[config.mk]
export PLATFORM = sky130hd
export DESIGN_NAME = vsb_pll_writer_flat
export DESIGN_NICKNAME = d
export VERILOG_FILES = /design/src/vsb_pkg.sv /design/src/vsb_link_if.sv /design/src/vsb_pll_writer.sv /design/src/flat_wrapper.sv
export SDC_FILE = /design/constraint.sdc
export NUM_CORES = 1
export LEC_CHECK = 0
export BUFFER_PORTS_ARGS = -buffer_cell sky130_fd_sc_hd__buf_4
export CAP_MARGIN = 20
export CORE_MARGIN = 1
export CORE_UTILIZATION = 30
export CTS_BUF_LIST = sky130_fd_sc_hd__clkbuf_16
export DETAILED_ROUTE_END_ITERATION = 12
export HOLD_SLACK_MARGIN = 0.05
export SLEW_MARGIN = 20
export SYNTH_ARGS = -nofsm -noshare
export SYNTH_HDL_FRONTEND = slang
export SYNTH_SLANG_ARGS = --single-unit
export TNS_END_PERCENT = 1
[constraint.sdc]
create_clock -name aclk -period 2.3 [get_ports aclk]
set_clock_uncertainty 0.05 [all_clocks]
set_input_delay 0 -clock aclk [delete_from_list [all_inputs] [get_ports aclk]]
set_output_delay 0 -clock aclk [all_outputs]
set_load 0.01 [all_outputs]
[src/vsb_pkg.sv]
// Purpose: shared constants for the oscillator subsystem config bank
// Assumes: one clock, 17-bit forwarded write words
// Notes: used by both ends of the forwarding link
package vsb_pkg;
   localparam int WORD_W = 17;
   localparam int DATA_W = 9;
   // forwarded word layout
   localparam int ID_LSB = 0;
   localparam int ID_MSB = 2;
   localparam int ADDR_LSB = 3;
   localparam int ADDR_MSB = 6;
   localparam int DATA_LSB = 7;
   localparam int DATA_MSB = 15;
   localparam logic [2:0] SUBSYS_ID = 3'h0;
   // bank register addresses
   localparam logic [3:0] ADDR_DIV_GAIN = 4'h2;
   localparam logic [3:0] ADDR_PATH_CFG = 4'h3;
   localparam logic [3:0] ADDR_CAL_BIAS = 4'h4;
   localparam logic [3:0] ADDR_COARSE = 4'h5;
   localparam logic [3:0] ADDR_UPPER = 4'h6;
   // reset values
   localparam logic [8:0] RST_DIV_GAIN = 9'h0C1;
   localparam logic [8:0] RST_PATH_CFG = 9'h051;
   localparam logic [8:0] RST_CAL_BIAS = 9'h0C9;
   localparam logic [8:0] RST_COARSE = 9'h0AA;
   localparam logic [8:0] RST_UPPER = 9'h0FF;
   // values the writer must load
   localparam logic [8:0] REQ_CAL_BIAS = 9'h0C1;
   localparam logic [8:0] REQ_COARSE = 9'h02C;
   localparam logic [8:0] REQ_UPPER = 9'h0FF;
   localparam logic [1:0] BIAS_FUND = 2'h2;
   localparam logic [1:0] BIAS_DBL = 2'h0;
   localparam logic [3:0] PATH_SPARE = 4'h2;
   localparam logic [5:0] MAX_RATIO = 6'h3E;
   localparam logic [5:0] FLAT_GAIN_RATIO = 6'h04;
   // controller register byte offsets
   localparam logic [3:0] OFS_RAW = 4'h0;
   localparam logic [3:0] OFS_SETUP = 4'h4;
   localparam logic [3:0] OFS_CAL = 4'h8;
   localparam logic [3:0] OFS_STATUS = 4'hC;
   localparam logic [1:0] RESP_OKAY = 2'h0;
   localparam logic [1:0] RESP_SLVERR = 2'h2;
   localparam logic [5:0] PEND_NONE = 6'h00;
endpackage

[src/vsb_link_if.sv]
// Purpose: forwarding link between PLL register logic and config bank
// Assumes: shared aclk, word taken when valid and ready are both high
// Notes: no clocking block
`timescale 1ns/1ns
`default_nettype none
interface vsb_link_if;
   logic fwd_valid;
   logic fwd_ready;
   logic [16:0] fwd_word;
   modport dev (input fwd_valid, input fwd_word, output fwd_ready);
   modport pll (output fwd_valid, output fwd_word, input fwd_ready);
endinterface
`default_nettype wire

[src/vsb_pll_writer.sv]
// Purpose: PLL-side forwarding logic driven over AXI4-Lite
// Assumes: one write and one read at a time from the bus master
// Notes: writes while busy are refused with SLVERR
`timescale 1ns/1ns
`default_nettype none
module vsb_pll_writer
   import vsb_pkg::*;
(
   input wire logic aclk,
   input wire logic aresetn,
   input wire logic [3:0] s_axi_awaddr,
   input wire logic s_axi_awvalid,
   output logic s_axi_awready,
   input wire logic [31:0] s_axi_wdata,
   input wire logic [3:0] s_axi_wstrb,
   input wire logic s_axi_wvalid,
   output logic s_axi_wready,
   output logic [1:0] s_axi_bresp,
   output logic s_axi_bvalid,
   input wire logic s_axi_bready,
   input wire logic [3:0] s_axi_araddr,
   input wire logic s_axi_arvalid,
   output logic s_axi_arready,
   output logic [31:0] s_axi_rdata,
   output logic [1:0] s_axi_rresp,
   output logic s_axi_rvalid,
   input wire logic s_axi_rready,
   vsb_link_if.pll link
);
   typedef enum logic [1:0] {
      ST_IDLE = 2'b01,
      ST_SEND = 2'b10
   } vsb_state_type;

   vsb_state_type state_ff;
   vsb_state_type nxt_state;
   logic aw_ff;
   logic w_ff;
   logic [3:0] awaddr_ff;
   logic [31:0] wdata_ff;
   logic [3:0] wstrb_ff;
   logic bvalid_ff;
   logic [1:0] bresp_ff;
   logic rvalid_ff;
   logic [31:0] rdata_ff;
   logic [16:0] raw_ff;
   logic [9:0] setup_ff;
   logic [5:0] pend_ff;
   logic [5:0] nxt_pend;
   logic [16:0] word_ff;
   logic [16:0] nxt_word;
   logic [7:0] sent_ff;

   wire busy = (pend_ff != PEND_NONE) | (state_ff == ST_SEND);
   wire do_wr = aw_ff & w_ff & ~bvalid_ff;
   wire wr_ok = do_wr & ~busy;
   wire full_strb = (wstrb_ff == 4'hF);
   wire hit_raw = (awaddr_ff == OFS_RAW);
   wire hit_setup = (awaddr_ff == OFS_SETUP);
   wire hit_cal = (awaddr_ff == OFS_CAL);
   wire mapped = hit_raw | hit_setup | hit_cal;
   wire rd_take = s_axi_arvalid & ~rvalid_ff;

   // words built from the setup register and the fixed load values
   wire [5:0] su_ratio = setup_ff[5:0];
   wire [1:0] su_gain = setup_ff[7:6];
   wire su_doubler = setup_ff[8];
   wire su_manual = setup_ff[9];
   wire div_gain_bit = (su_ratio < FLAT_GAIN_RATIO);
   wire [1:0] bias_sel = su_doubler ? BIAS_DBL : BIAS_FUND;
   wire [8:0] d_div = {div_gain_bit, su_gain, su_ratio};
   wire [8:0] d_cfg = {PATH_SPARE, bias_sel, su_manual, 1'b0,
      ~su_doubler};
   wire [16:0] w_div = {1'b0, d_div, ADDR_DIV_GAIN, SUBSYS_ID};
   wire [16:0] w_cfg = {1'b0, d_cfg, ADDR_PATH_CFG, SUBSYS_ID};
   wire [16:0] w_cal = {1'b0, REQ_CAL_BIAS, ADDR_CAL_BIAS,
      SUBSYS_ID};
   wire [16:0] w_crs = {1'b0, REQ_COARSE, ADDR_COARSE, SUBSYS_ID};
   wire [16:0] w_up = {1'b0, REQ_UPPER, ADDR_UPPER, SUBSYS_ID};
   wire [31:0] status_word = {16'h0000, sent_ff, 7'h00, busy};

   assign s_axi_awready = ~aw_ff & ~bvalid_ff;
   assign s_axi_wready = ~w_ff & ~bvalid_ff;
   assign s_axi_bvalid = bvalid_ff;
   assign s_axi_bresp = bresp_ff;
   assign s_axi_arready = ~rvalid_ff;
   assign s_axi_rvalid = rvalid_ff;
   assign s_axi_rdata = rdata_ff;
   assign s_axi_rresp = RESP_OKAY;
   assign link.fwd_valid = (state_ff == ST_SEND);
   assign link.fwd_word = word_ff;

   // pick lowest pending word: raw, div, cfg, cal, coarse, upper
   always_comb begin
      nxt_state = state_ff;
      nxt_pend = pend_ff;
      nxt_word = word_ff;
      unique case (state_ff)
         ST_IDLE: begin
            if (pend_ff[0]) begin
               nxt_word = raw_ff;
               nxt_pend[0] = 1'b0;
            end else if (pend_ff[1]) begin
               nxt_word = w_div;
               nxt_pend[1] = 1'b0;
            end else if (pend_ff[2]) begin
               nxt_word = w_cfg;
               nxt_pend[2] = 1'b0;
            end else if (pend_ff[3]) begin
               nxt_word = w_cal;
               nxt_pend[3] = 1'b0;
            end else if (pend_ff[4]) begin
               nxt_word = w_crs;
               nxt_pend[4] = 1'b0;
            end else if (pend_ff[5]) begin
               nxt_word = w_up;
               nxt_pend[5] = 1'b0;
            end
            if (pend_ff != PEND_NONE) begin
               nxt_state = ST_SEND;
            end
         end
         ST_SEND: begin
            if (link.fwd_ready) begin
               nxt_state = ST_IDLE;
            end
         end
         default: begin
            nxt_state = ST_IDLE;
         end
      endcase
      if (wr_ok & full_strb) begin
         nxt_pend = {hit_cal, hit_cal, hit_cal, hit_setup, hit_setup,
            hit_raw};
      end
   end

   always_ff @(posedge aclk) begin
      if (!aresetn) begin
         aw_ff <= 1'b0;
         w_ff <= 1'b0;
         awaddr_ff <= 4'h0;
         wdata_ff <= 32'h0000_0000;
         wstrb_ff <= 4'h0;
      end else begin
         if (s_axi_awvalid & s_axi_awready) begin
            aw_ff <= 1'b1;
            awaddr_ff <= s_axi_awaddr;
         end else if (do_wr) begin
            aw_ff <= 1'b0;
         end
         if (s_axi_wvalid & s_axi_wready) begin
            w_ff <= 1'b1;
            wdata_ff <= s_axi_wdata;
            wstrb_ff <= s_axi_wstrb;
         end else if (do_wr) begin
            w_ff <= 1'b0;
         end
      end
   end

   always_ff @(posedge aclk) begin
      if (!aresetn) begin
         bvalid_ff <= 1'b0;
         bresp_ff <= RESP_OKAY;
      end else if (do_wr) begin
         bvalid_ff <= 1'b1;
         bresp_ff <= (busy | ~mapped) ? RESP_SLVERR : RESP_OKAY;
      end else if (s_axi_bready) begin
         bvalid_ff <= 1'b0;
      end
   end

   always_ff @(posedge aclk) begin
      if (!aresetn) begin
         raw_ff <= 17'h0_0000;
         setup_ff <= 10'h0C1;
      end else if (wr_ok & full_strb & hit_raw) begin
         raw_ff <= wdata_ff[16:0];
      end else if (wr_ok & full_strb & hit_setup) begin
         setup_ff <= wdata_ff[9:0];
      end
   end

   always_ff @(posedge aclk) begin
      if (!aresetn) begin
         rvalid_ff <= 1'b0;
         rdata_ff <= 32'h0000_0000;
      end else if (rd_take) begin
         rvalid_ff <= 1'b1;
         rdata_ff <= (s_axi_araddr == OFS_STATUS) ? status_word
            : 32'h0000_0000;
      end else if (s_axi_rready) begin
         rvalid_ff <= 1'b0;
      end
   end

   always_ff @(posedge aclk) begin
      if (!aresetn) begin
         state_ff <= ST_IDLE;
         pend_ff <= PEND_NONE;
         word_ff <= 17'h0_0000;
         sent_ff <= 8'h00;
      end else begin
         state_ff <= nxt_state;
         pend_ff <= nxt_pend;
         word_ff <= nxt_word;
         if (link.fwd_valid & link.fwd_ready) begin
            sent_ff <= sent_ff + 8'h01;
         end
      end
   end
endmodule // vsb_pll_writer
`default_nettype wire

[src/flat_wrapper.sv]
// flat-port wrapper written by rule: the top's interface ports become plain ports
module vsb_pll_writer_flat import vsb_pkg::*;
  (aclk, aresetn, s_axi_awaddr, s_axi_awvalid, s_axi_awready, s_axi_wdata, s_axi_wstrb, s_axi_wvalid, s_axi_wready, s_axi_bresp, s_axi_bvalid, s_axi_bready, s_axi_araddr, s_axi_arvalid, s_axi_arready, s_axi_rdata, s_axi_rresp, s_axi_rvalid, s_axi_rready, link_fwd_valid, link_fwd_word, link_fwd_ready);
  vsb_link_if link_i ();
  input wire logic aclk;
  input wire logic aresetn;
  input wire logic [3:0] s_axi_awaddr;
  input wire logic s_axi_awvalid;
  output logic s_axi_awready;
  input wire logic [31:0] s_axi_wdata;
  input wire logic [3:0] s_axi_wstrb;
  input wire logic s_axi_wvalid;
  output logic s_axi_wready;
  output logic [1:0] s_axi_bresp;
  output logic s_axi_bvalid;
  input wire logic s_axi_bready;
  input wire logic [3:0] s_axi_araddr;
  input wire logic s_axi_arvalid;
  output logic s_axi_arready;
  output logic [31:0] s_axi_rdata;
  output logic [1:0] s_axi_rresp;
  output logic s_axi_rvalid;
  input wire logic s_axi_rready;
  output wire logic [$bits(link_i.fwd_valid)-1:0] link_fwd_valid;
  output wire logic [$bits(link_i.fwd_word)-1:0] link_fwd_word;
  input wire logic [$bits(link_i.fwd_ready)-1:0] link_fwd_ready;
  assign link_fwd_valid = link_i.fwd_valid;
  assign link_fwd_word = link_i.fwd_word;
  assign link_i.fwd_ready = link_fwd_ready;
  vsb_pll_writer u_core (.aclk(aclk), .aresetn(aresetn), .s_axi_awaddr(s_axi_awaddr), .s_axi_awvalid(s_axi_awvalid), .s_axi_awready(s_axi_awready), .s_axi_wdata(s_axi_wdata), .s_axi_wstrb(s_axi_wstrb), .s_axi_wvalid(s_axi_wvalid), .s_axi_wready(s_axi_wready), .s_axi_bresp(s_axi_bresp), .s_axi_bvalid(s_axi_bvalid), .s_axi_bready(s_axi_bready), .s_axi_araddr(s_axi_araddr), .s_axi_arvalid(s_axi_arvalid), .s_axi_arready(s_axi_arready), .s_axi_rdata(s_axi_rdata), .s_axi_rresp(s_axi_rresp), .s_axi_rvalid(s_axi_rvalid), .s_axi_rready(s_axi_rready), .link(link_i));
endmodule
---- Word level (Yosys, flattened, before mapping) ----
Cells that the tools add are included.
cells by class
  $add $sub $neg .......................... 1
  magnitude comparators ................... 1
  equal/unequal tests ..................... 13
  mux-type cells .......................... 26
  bitwise gates (word level) .............. 24
  reductions and logical operators ........ 15
operator list
  cell                                                                  number
  17-bit 2-to-1 mux                                                     6
  16-bit 2-to-1 mux                                                     1
  1-bit AND                                                             12
  4-bit == test, second input constant                                  3
  6-bit 2-to-1 mux                                                      2
  2-bit != test, second input constant                                  6
  2-bit 2-to-1 mux                                                      5
  2-bit nonzero test                                                    5
  8-bit by 1-bit adder with 8-bit output, second input constant         1
  1-bit 2-to-1 mux                                                      8
  1-bit inverter                                                        8
  2-bit AND reduction                                                   4
  6-bit by 3-bit < comparator with 1-bit output, second input constant  1
  6-bit AND reduction                                                   1
  6-bit nonzero test                                                    1
  5-bit 2-to-1 mux                                                      1
  5-bit AND reduction                                                   1
  4-bit by 3-bit == test with 1-bit output, second input constant       1
  4-bit zero test                                                       1
  4-bit 2-to-1 mux                                                      1
  1-bit OR                                                              4
  2-bit one-hot mux with 2 select lines                                 1
  4-bit AND reduction                                                   1
  3-bit 2-to-1 mux                                                      1
  other kinds (4)                                                       4
storage, ports and cells
  register bits ........................... 123
  bits of input ports ..................... 52

---- Longest topological paths before layout ----
Gate-level depths: netlist (run 1).
  depth after elaboration ................. 8
  depth in mapped cells ................... 7
  mapped depth without buffers ............ 4

---- Least setup slack after synthesis (run 1) ----
Ideal clock, no wire load.
  path kind ............................... reg-to-reg
  from .................................... reg u_core.bvalid_ff (netlist: u_core.s_axi_bvalid)
  to ...................................... reg u_core.raw_ff[8]
  library setup time ...................... 0.072 ns
  arrival ................................. 1.543 ns
  path slack .............................. 0.635 ns
  stages on the path, launching flop included .. 7
  path buffers ............................ 2
  period minus slack after synthesis ...... 1.665 ns
  cells stage by stage .................... dfxtp_1 -> nand3b_1 -> nor2_1 -> nor4b_4 -> buf_6 -> buf_12 -> mux2i_1
between the ends
  cells in the longest elaborated chain, start to end .. 5
RTL lines
  element                  line                   text
  start, declared          vsb_pll_writer.sv:42   logic bvalid_ff;
  start signal, assigned   vsb_pll_writer.sv:164  bvalid_ff <= 1'b0;
  start signal, assigned   vsb_pll_writer.sv:167  bvalid_ff <= 1'b1;
  start signal, assigned   vsb_pll_writer.sv:170  bvalid_ff <= 1'b0;
  1-bit inverter           vsb_pll_writer.sv:55   wire do_wr = aw_ff & w_ff & ~bvalid_ff;
  1-bit AND                vsb_pll_writer.sv:55
  1-bit AND                vsb_pll_writer.sv:56   wire wr_ok = do_wr & ~busy;
  1-bit AND (2 in series)  vsb_pll_writer.sv:178  end else if (wr_ok & full_strb & hit_raw) begin
  end signal, assigned     vsb_pll_writer.sv:179  raw_ff <= wdata_ff[16:0];
  end, declared            vsb_pll_writer.sv:46   logic [16:0] raw_ff;
No other way between the ends.
A chain may end at the register's enable or synchronous reset.

---- Worst setup path after layout (run 1) ----
  from .................................... reg u_core.rvalid_ff (netlist: u_core.s_axi_rvalid)
  to ...................................... reg u_core.rdata_ff[10] (netlist: u_core.s_axi_rdata[10])
between the ends
  cells in the longest elaborated chain, start to end .. 2
RTL lines
  element                 line                   text
  start, declared         vsb_pll_writer.sv:44   logic rvalid_ff;
  start signal, assigned  vsb_pll_writer.sv:187  rvalid_ff <= 1'b0;
  start signal, assigned  vsb_pll_writer.sv:190  rvalid_ff <= 1'b1;
  start signal, assigned  vsb_pll_writer.sv:194  rvalid_ff <= 1'b0;
  1-bit inverter          vsb_pll_writer.sv:62   wire rd_take = s_axi_arvalid & ~rvalid_ff;
  1-bit AND               vsb_pll_writer.sv:62
  end signal, assigned    vsb_pll_writer.sv:191  rdata_ff <= (s_axi_araddr == OFS_STATUS) ? status_word
  end, declared           vsb_pll_writer.sv:45   logic [31:0] rdata_ff;
No other way between the ends.

==> results of run 1 <==
-- state kept, by name, summed over array words and instances (netlist names) --
name	cells
u_core.raw_ff	17
u_core.s_axi_bresp	1
u_core.aw_ff	1
u_core.wstrb_ff	4
u_core.s_axi_bvalid	1
u_core.pend_ff	6
u_core.awaddr_ff	4
u_core.setup_ff	10
u_core.s_axi_rvalid	1
u_core.sent_ff	8
u_core.w_ff	1
u_core.wdata_ff	17
u_core.s_axi_rdata	9
u_core.link.fwd_word	17
u_core.state_ff	2
-- logic make-up after synthesis --
logic type	after synthesis
DFF	99
buffers and inverters	65
xor gates and xnor gates	6
and+or+nand+nor	184
adders and majority gates	1
other	1
muxes	32
AOI/OAI and AO/OA	94
-- layout make-up --
| class | count | share of cell area, % |
|---|---|---|
| tap | 180 | 4.05 |
| multi-input combinational | 343 | 37.9 |
| inverter | 7 | 0.472 |
| timing repair buffer | 112 | 17.0 |
| sequential | 99 | 35.6 |
| clock inverter | 7 | 0.944 |
| clock buffer | 9 | 4.05 |
-- routing by layer --
| metal | up-vias | part of all wire [%] |
|---|---|---|
| li1 | 1762 | - |
| met1 | 1597 | 48 |
| met2 | 90 | 47 |
| met3 | 7 | 4.1 |
| met4 | 0 | 0.94 |
| met5 | - | 0 |
-- metrics by stage --
stage	utilization, %	cell area, um^2
final	39.5	5570
after global routing	39.5	5570
after CTS	39.3	5540
after detailed placement	35.1	4950
after global placement	35.1	4950
after floorplan	-	4480
-- report_power, final --
part	leakage (nW)	switching, mW	total (mW)	internal (mW)
clock	0.141	0.665	1.41	0.743
combinational	1.33	0.137	0.280	0.143
sequential	0.802	0.0260	1.78	1.75
total	2.27	0.828	3.46	2.63
-- placed cells by master (no fill, tap or decap), types with 13 or more instances in the layout --
cell type / instances
o21ai_0: 13
nor2b_1: 28
a22oi_1: 13
nand2_1: 103
conb_1: 26
a21boi_0: 32
dfxtp_1: 99
dlygate4sd3_1: 32
buf_4: 78
mux2i_1: 31
-- worst register-to-register path, stage by stage, from the launching register on --
cell,delay [ns]
dfxtp_1,0.33
nand2b_1,0.37
nor4_4,0.45
a22oi_1,0.11
dlygate4sd3_1,0.58
nor2b_1,0.10
-- what timing repair did --
| item | CTS | global route |
|---|---|---|
| hold endpoints to repair | 38 | 0 |
| setup buffers | 0 | 3 |
| resized for setup | 0 | 0 |
| hold buffers | 32 | 0 |
| endpoints found under the setup margin | 0 | 1 |
-- path summary, 6_finish.rpt --
kind,startpoint,slack (ns),to
setup / recovery,u_core.s_axi_rvalid,0.26,u_core.s_axi_rdata[10]
hold / removal,aresetn,0.11,u_core.wdata_ff[14]
setup reg to reg,u_core.s_axi_rvalid,0.26,u_core.s_axi_rdata[10]
hold reg to reg,u_core.wdata_ff[15],0.41,u_core.raw_ff[15]
==> results_dict.tcl, run 1 <==
set metrics [dict create \
    antenna_found_initial 0 \
    clk_pin_slew_worst_paths_ns 0.07 \
    rr_worst_depth 5 \
    synthMuxAreaShare_pct 7.33 \
    critPathKind "reg -> reg" \
    clk_path_buf_depth 2 \
    fin_ws_ns 0.259 \
    multi_input_area_um2 2110 \
    cp_slowest_stage_delay_ns 0.58 \
    first_pass_iters 5 \
    ioPinCount 111 \
    grtUsageTotal_pct 13.4 \
    synth_seq_cells 99 \
    synth_top_family_by_area "simple AND/OR/NAND/NOR gates" \
    hpwlAfterDp_um 6720 \
    synth_xor_area_share_pct 1.20 \
    power_leakage_nw 2.27 \
    core_area_um2 14100 \
    syn_avg_cell_area_um2 9.10 \
    synthTopCellsByArea "dfxtp_1 (45%), nand2_1 (8.8%), mux2i_1 (7.1%), a21boi_0 (5.5%), buf_4 (4.8%)" \
    area_delta_synth_final_pct 26.9 \
    slew_headroom_pct 52.8 \
    netlist_top_cells_count "nand2_1 (103), dfxtp_1 (99), a21boi_0 (32)" \
    clock-root-buffer "clkbuf_16" \
    final_cells 757 \
    grt_pass1_wl_um 15600 \
    dpl_worst_slack_ns 0.478 \
    final_nets 625 \
    grt_pass1_vias 3213 \
    drtIter0Drc 176 \
    use_met3_pct 4.15 \
    die_w_um 123 \
    synthSimpleGateAreaFrac_pct 21.8 \
    cp_top_family "simple AND/OR/NAND/NOR gates" \
    post-synth-top-count-cell "nand2_1" \
    synth-adder-area-share_pct 0.285 \
    p_per_area_nw_per_um2 622 \
    dp_cells 706 \
    fmax_mhz 490 \
    ir_worst_vdd_mv 0.377 \
    cp-end-kind "flop" \
    worstPathCellList "nand2b_1 > nor4_4 > a22oi_1 > dlygate4sd3_1 > nor2b_1" \
    start_kind "flop" \
    fillers 1451 \
    die_h_um 123 \
    finalSetupTns_ns 0 \
    use_met2_pct 21.5 \
    holdCritPathClass "in -> reg" \
    grt_max_degree 61 \
    synthCells 482 \
    maxCapViolCount 0 \
    synth-main-ff-cell "dfxtp_1" \
    worstPathRequired_ns 2.54 \
    ant_nets 0 \
    grt_busiest_layer "met2" \
    setup_viol 0 \
    htreeDepth 3 \
    clock_latency_ns 0.35 \
    power.total_mw 3.46 \
    hold_viol_final 0 \
    place_congestion 0.858 \
    crit_cells 5 \
    tightest_slew_ns 0.708 \
    rows 43 \
    numCtsBuffers 9 \
    via_per_inst 4.57 \
    min_period_ns 2.04 \
    io_buffers 69 \
    hold_ws_ns 0.111 \
    diodes 0 \
    crit_fanout 10 \
    synth_top_area_share_pct 45.2 \
    fin_crit_sh_pct 88.7 \
    worstPathArrival_ns 2.28 \
    rsz0062_at_grt "false" \
    yosysWarnings 0 \
    status "complete, no violations" \
    ys_async_sr_fraction_pct 0 \
    cts_num_sinks 99 \
    final-seq-area_um2 1980 \
    drc 0 \
    dieArea_um2 15100 \
    synth.largest_area_cell "dfxtp_1" \
    drt-total-wl_um 9500 \
    synth_compound_area_share_pct 15.2 \
    wl_per_cell_um 12.5 \
    yosysSeqAreaShare_pct 45.2 \
    crit_slowest_cell "dlygate4sd3_1" \
    synthesis.area_um2 4390 \
    drive_above_1_share_pct 17.7 \
    num_vias 3456 \
    met1_usage_pct 17.1 \
    whs_path_depth 2 \
    synth_edf_count 0 \
    drv_slew 0 \
    worst-path-buf-inv 1 \
    cts_tree "yes" \
    overflow 0 \
    start_util_pct 31.1 \
    ys_types 51 \
]
No activity file was read; power rests on OpenSTA's default activity.
==> inputs of run 2 (changes only) <==
- CTS_BUF_LIST: sky130_fd_sc_hd__clkbuf_16 -> unset
==> run 2 against run 1 <==
  * First-iteration DRC count shrank 0.57%
  * Wire length is essentially flat
  * Via count grew 0.12%
  * Critical path depth is the same
  * Non-clock buffer count is the same
  * Maximum frequency is the same
  * Final cell count is the same
  * Total power grew 0.22%
  * Combinational power is essentially flat
  * Die area is the same
  * Sequential power is essentially flat
  * Register-to-register slack is essentially flat
  * Largest cell class unchanged
==> results_dict.tcl, run 2 (synthesis gave the netlist of run 1 again) <==
set metrics [dict create \
    status "complete, no violations" \
    rr_worst_depth 5 \
    place_congestion 0.858 \
    wl_per_cell_um 12.5 \
    io_buffers 69 \
    overflow 0 \
    hpwlAfterDp_um 6720 \
    htreeDepth 3 \
    finalSetupTns_ns 0 \
    cp-end-kind "flop" \
    clock_latency_ns 0.35 \
    fin_crit_sh_pct 88.7 \
    diodes 0 \
    grt_max_degree 61 \
    cts_resized 0 \
    postPlaceCellArea_um2 4950 \
    slew_headroom_pct 52.8 \
    p_per_area_nw_per_um2 623 \
    whs_endpoint "u_core.wdata_ff[14]" \
    rrSetupSlack_ns 0.26 \
    hold_viol_final 0 \
    drv_slew 0 \
    drt-total-wl_um 9490 \
    hold_ws_ns 0.111 \
    dp_cells 706 \
    fin_ws_ns 0.259 \
    critPathKind "reg -> reg" \
    tightest_slew_ns 0.708 \
    final_common_cell "nand2_1" \
    whs_path_depth 2 \
    clk_pin_slew_worst_paths_ns 0.07 \
    clock-root-buffer "clkbuf_16" \
    worstPathArrival_ns 2.28 \
    area_delta_synth_final_pct 26.9 \
    start_util_pct 31.1 \
    via_per_inst 4.57 \
    ioPinCount 111 \
    rows 43 \
    num_vias 3460 \
    die_h_um 123 \
    start_kind "flop" \
    dpl_worst_slack_ns 0.478 \
    drive_above_1_share_pct 17.7 \
    final_cells 757 \
    min_period_ns 2.04 \
    final_area_um2 5570 \
    drc 0 \
    holdCritPathClass "in -> reg" \
    drtIter0Drc 175 \
    dieArea_um2 15100 \
    cts_tree "yes" \
    crit_fanout 10 \
    fin_util_pct 39.5 \
    numCtsBuffers 9 \
    worstPathRequired_ns 2.54 \
    grtUsageTotal_pct 13.4 \
    power.total_mw 3.47 \
    final_cell_mix "nand2_1 (103), dfxtp_1 (99), buf_4 (78)" \
    ir_worst_vdd_mv 0.382 \
    cts_num_sinks 99 \
    rsz0062_at_grt "false" \
    min-delay-start "aresetn" \
    fmax_mhz 490 \
    final_nets 625 \
    clk_path_buf_depth 2 \
    power_leakage_nw 2.27 \
    setup_viol 0 \
    regToRegStartpoint "u_core.s_axi_rvalid" \
    die_w_um 123 \
    regToRegEndpoint "u_core.s_axi_rdata[10]" \
    grt_pass1_wl_um 15600 \
    first_pass_iters 5 \
    grt_pass1_vias 3213 \
    ant_nets 0 \
    core_area_um2 14100 \
    maxCapViolCount 0 \
    antenna_found_initial 0 \
]
run 2: critical path: stages (launching register included):
cell	delay, ns
dfxtp_1	0.33
nand2b_1	0.37
nor4_4	0.45
a22oi_1	0.11
dlygate4sd3_1	0.58
nor2b_1	0.10
run 2: area by class of cell:
| cell class | count | area [um^2] |
|---|---|---|
| Fill cell | 1451 | 8530 |
| Sequential cell | 99 | 1980 |
| Inverter | 7 | 26.3 |
| Tap cell | 180 | 225 |
| Multi-Input combinational cell | 343 | 2110 |
| Timing Repair Buffer | 112 | 946 |
| Clock buffer | 11 | 233 |
| Clock inverter | 5 | 45.0 |
run 2: power by group:
part           leakage (nW)  switching [mW]  internal [mW]
sequential            0.802          0.0260           1.75
combinational          1.33           0.137          0.143
clock                 0.133           0.663          0.751
total                  2.27           0.826           2.64
run 2: repair_timing:
item | CTS | global route
endpoints found under the hold margin | 38 | 0
setup buffers | 0 | 3
setup endpoints to repair | 0 | 1
hold buffers | 32 | 0
run 2: layer usage:
layer	vias to the layer above	track usage, %	part of all wire [%]
met4	0	4.34	0.94
met2	90	21.5	47
met1	1601	17.1	48
met5	-	0	0
li1	1762	-	-
met3	7	4.15	4.1
run 2: worst max path at each step:
stage                                  end                start  cells after the start
global route        u_core.s_axi_rdata[10]  u_core.s_axi_rvalid                      5
detailed placement       u_core.raw_ff[13]    u_core.pend_ff[2]                      5
CTS                 u_core.s_axi_rdata[10]  u_core.s_axi_rvalid                      5
global placement          u_core.raw_ff[7]    u_core.pend_ff[2]                      5
finish              u_core.s_axi_rdata[10]  u_core.s_axi_rvalid                      5
floorplan                 u_core.raw_ff[8]  u_core.s_axi_bvalid                      6
==> inputs of run 3 (changes only) <==
- REMOVE_ABC_BUFFERS: unset -> 1
==> run 3 against run 2 <==
  * Sequential power about the same
  * Final cell count decreased by 0.13%
  * Setup slack improved by 0.023 ns
  * Clock power about the same
  * Register-to-register slack improved by 0.02 ns
  * Die area unchanged
  * Critical path depth unchanged
  * Global-route usage decreased by 0.58 points
  * Sequential share of layout area increased by 0.11 points
  * Non-clock buffer count decreased by 1
  * Flip-flop and latch count unchanged
  * Count of clock-buffer cells in the layout decreased by 1
  * Largest power group unchanged
==> results_dict.tcl, run 3 (synthesis gave the netlist of run 1 again) <==
set metrics [dict create \
    final_common_cell "nand2_1" \
    ioPinCount 111 \
    crit_fanout 10 \
    power_leakage_nw 2.26 \
    worstPathCellList "nand2b_1 > nor4_4 > a22oi_1 > dlygate4sd3_1 > nor2b_1" \
    hold_ws_ns 0.0671 \
    drtIter0Drc 159 \
    place_congestion 0.779 \
    cp-end-kind "flop" \
    die_w_um 123 \
    regToRegStartpoint "u_core.s_axi_rvalid" \
    antenna_found_initial 0 \
    whs_endpoint "u_core.link.fwd_word[0]" \
    finalSetupTns_ns 0 \
    die_h_um 123 \
    grtUsageTotal_pct 12.8 \
    fin_ws_ns 0.283 \
    clock_latency_ns 0.35 \
    crit_slowest_cell "dlygate4sd3_1" \
    core_area_um2 14100 \
    wl_per_cell_um 12.2 \
    clk_path_buf_depth 2 \
    overflow 0 \
    dieArea_um2 15100 \
    final_area_um2 5550 \
    clock-root-buffer "clkbuf_16" \
    clk_pin_slew_worst_paths_ns 0.07 \
    start_kind "flop" \
    postPlaceCellArea_um2 4940 \
    p_sw_mw 0.834 \
    grt_pass1_vias 3059 \
    cp_slowest_stage_delay_ns 0.58 \
    combPwrFrac_pct 8.0 \
    via_per_inst 4.50 \
    final_nets 624 \
    htreeDepth 3 \
    rrSetupSlack_ns 0.28 \
    numCtsBuffers 9 \
    ant_nets 0 \
    maxCapViolCount 0 \
    sw_frac_of_total_pct 24.0 \
    final_cell_mix "nand2_1 (103), dfxtp_1 (99), buf_4 (78)" \
    drt-total-wl_um 9210 \
    io_buffers 69 \
    tightest_slew_ns 0.700 \
    cts_num_sinks 99 \
    worstPathRequired_ns 2.54 \
    hold_viol_final 0 \
    min_period_ns 2.02 \
    status "complete, no violations" \
    rows 43 \
    whs_path_depth 2 \
    grt_pass1_wl_um 14800 \
    seqPwrFrac_pct 51.1 \
    drc 0 \
    fin_crit_sh_pct 87.7 \
    critPathKind "reg -> reg" \
    p_per_area_nw_per_um2 626 \
    regToRegEndpoint "u_core.s_axi_rdata[9]" \
    grt_max_degree 50 \
    cts_tree "yes" \
    setup_viol 0 \
    holdCritPathClass "in -> reg" \
    rr_worst_depth 5 \
    worstPathArrival_ns 2.26 \
    min-delay-start "aresetn" \
    dpl_worst_slack_ns 0.522 \
    rsz0062_at_grt "false" \
    diodes 0 \
    clkPwrFrac_pct 40.9 \
    ir_worst_vdd_mv 0.350 \
    internal_power_mw 2.64 \
    drv_slew 0 \
    first_pass_iters 4 \
    drive_above_1_share_pct 17.7 \
    fmax_mhz 496 \
    slew_headroom_pct 53.2 \
    hpwlAfterDp_um 6440 \
    area_delta_synth_final_pct 26.5 \
    num_vias 3399 \
    start_util_pct 31.1 \
]
==> run 3: layer usage <==
metal	up-vias	global-route usage, %	part of all wire (%)	routed length [um]
li1	1768	-	-	-
met1	1533	15.9	47	4300
met2	82	21.0	47	4320
met3	16	3.14	4.4	405
met4	0	5.95	2.0	182
met5	-	0	0	0
==> run 3: worst max path at each step <==
stage,startpoint,end,slack [ns],cells after the start
3_3_place_gp,u_core.pend_ff[2],u_core.raw_ff[4],0.57,5
3_5_place_dp,u_core.pend_ff[2],u_core.raw_ff[14],0.52,5
2_1_floorplan,u_core.pend_ff[0],u_core.raw_ff[0],0.10,4
5_1_grt,u_core.s_axi_rvalid,u_core.s_axi_rdata[9],0.18,5
6_report,u_core.s_axi_rvalid,u_core.s_axi_rdata[9],0.28,5
4_1_cts,u_core.s_axi_rvalid,u_core.s_axi_rdata[9],0.14,5
==> run 3: area by class of cell <==
type                            count  area, um^2
Clock inverter                      6        51.3
Fill cell                        1420        8550
Sequential cell                    99        1980
Clock buffer                       10         229
Timing Repair Buffer              111         926
Multi-Input combinational cell    343        2110
Tap cell                          180         225
Inverter                            7        26.3
==> run 3: stage by stage <==
step	utilization (%)	total power [mW]	cells
after floorplan	-	1.93	449
after global placement	35.1	2.05	707
after detailed placement	35.1	2.05	707
after CTS	39.3	3.53	755
after global routing	39.4	3.63	756
final	39.4	3.47	756
==> run 3: power groups by stage <==
stage	clock network, mW	logic [mW]	registers, mW
finish	1.42	0.278	1.77
global route	1.54	0.313	1.78
CTS	1.47	0.282	1.77
detailed placement	0	0.239	1.81
global placement	0	0.237	1.81
floorplan	0	0.123	1.81
==> run 3: repair_timing <==
item | 4_1_cts | 5_1_grt
hold buffers | 32 | 0
setup buffers | 0 | 1
setup endpoints to repair | 0 | 1
gates resized for setup | 0 | 0
hold endpoints to repair | 38 | 0
==> run 3: worst max-delay path, delay by kind of cell, from the launching register on <==
kind	cells	cell delay [ns]
buffers and inverters	1	0.58
and+or+nand+nor	3	0.87
DFF	1	0.35
AOI/OAI and AO/OA	1	0.11
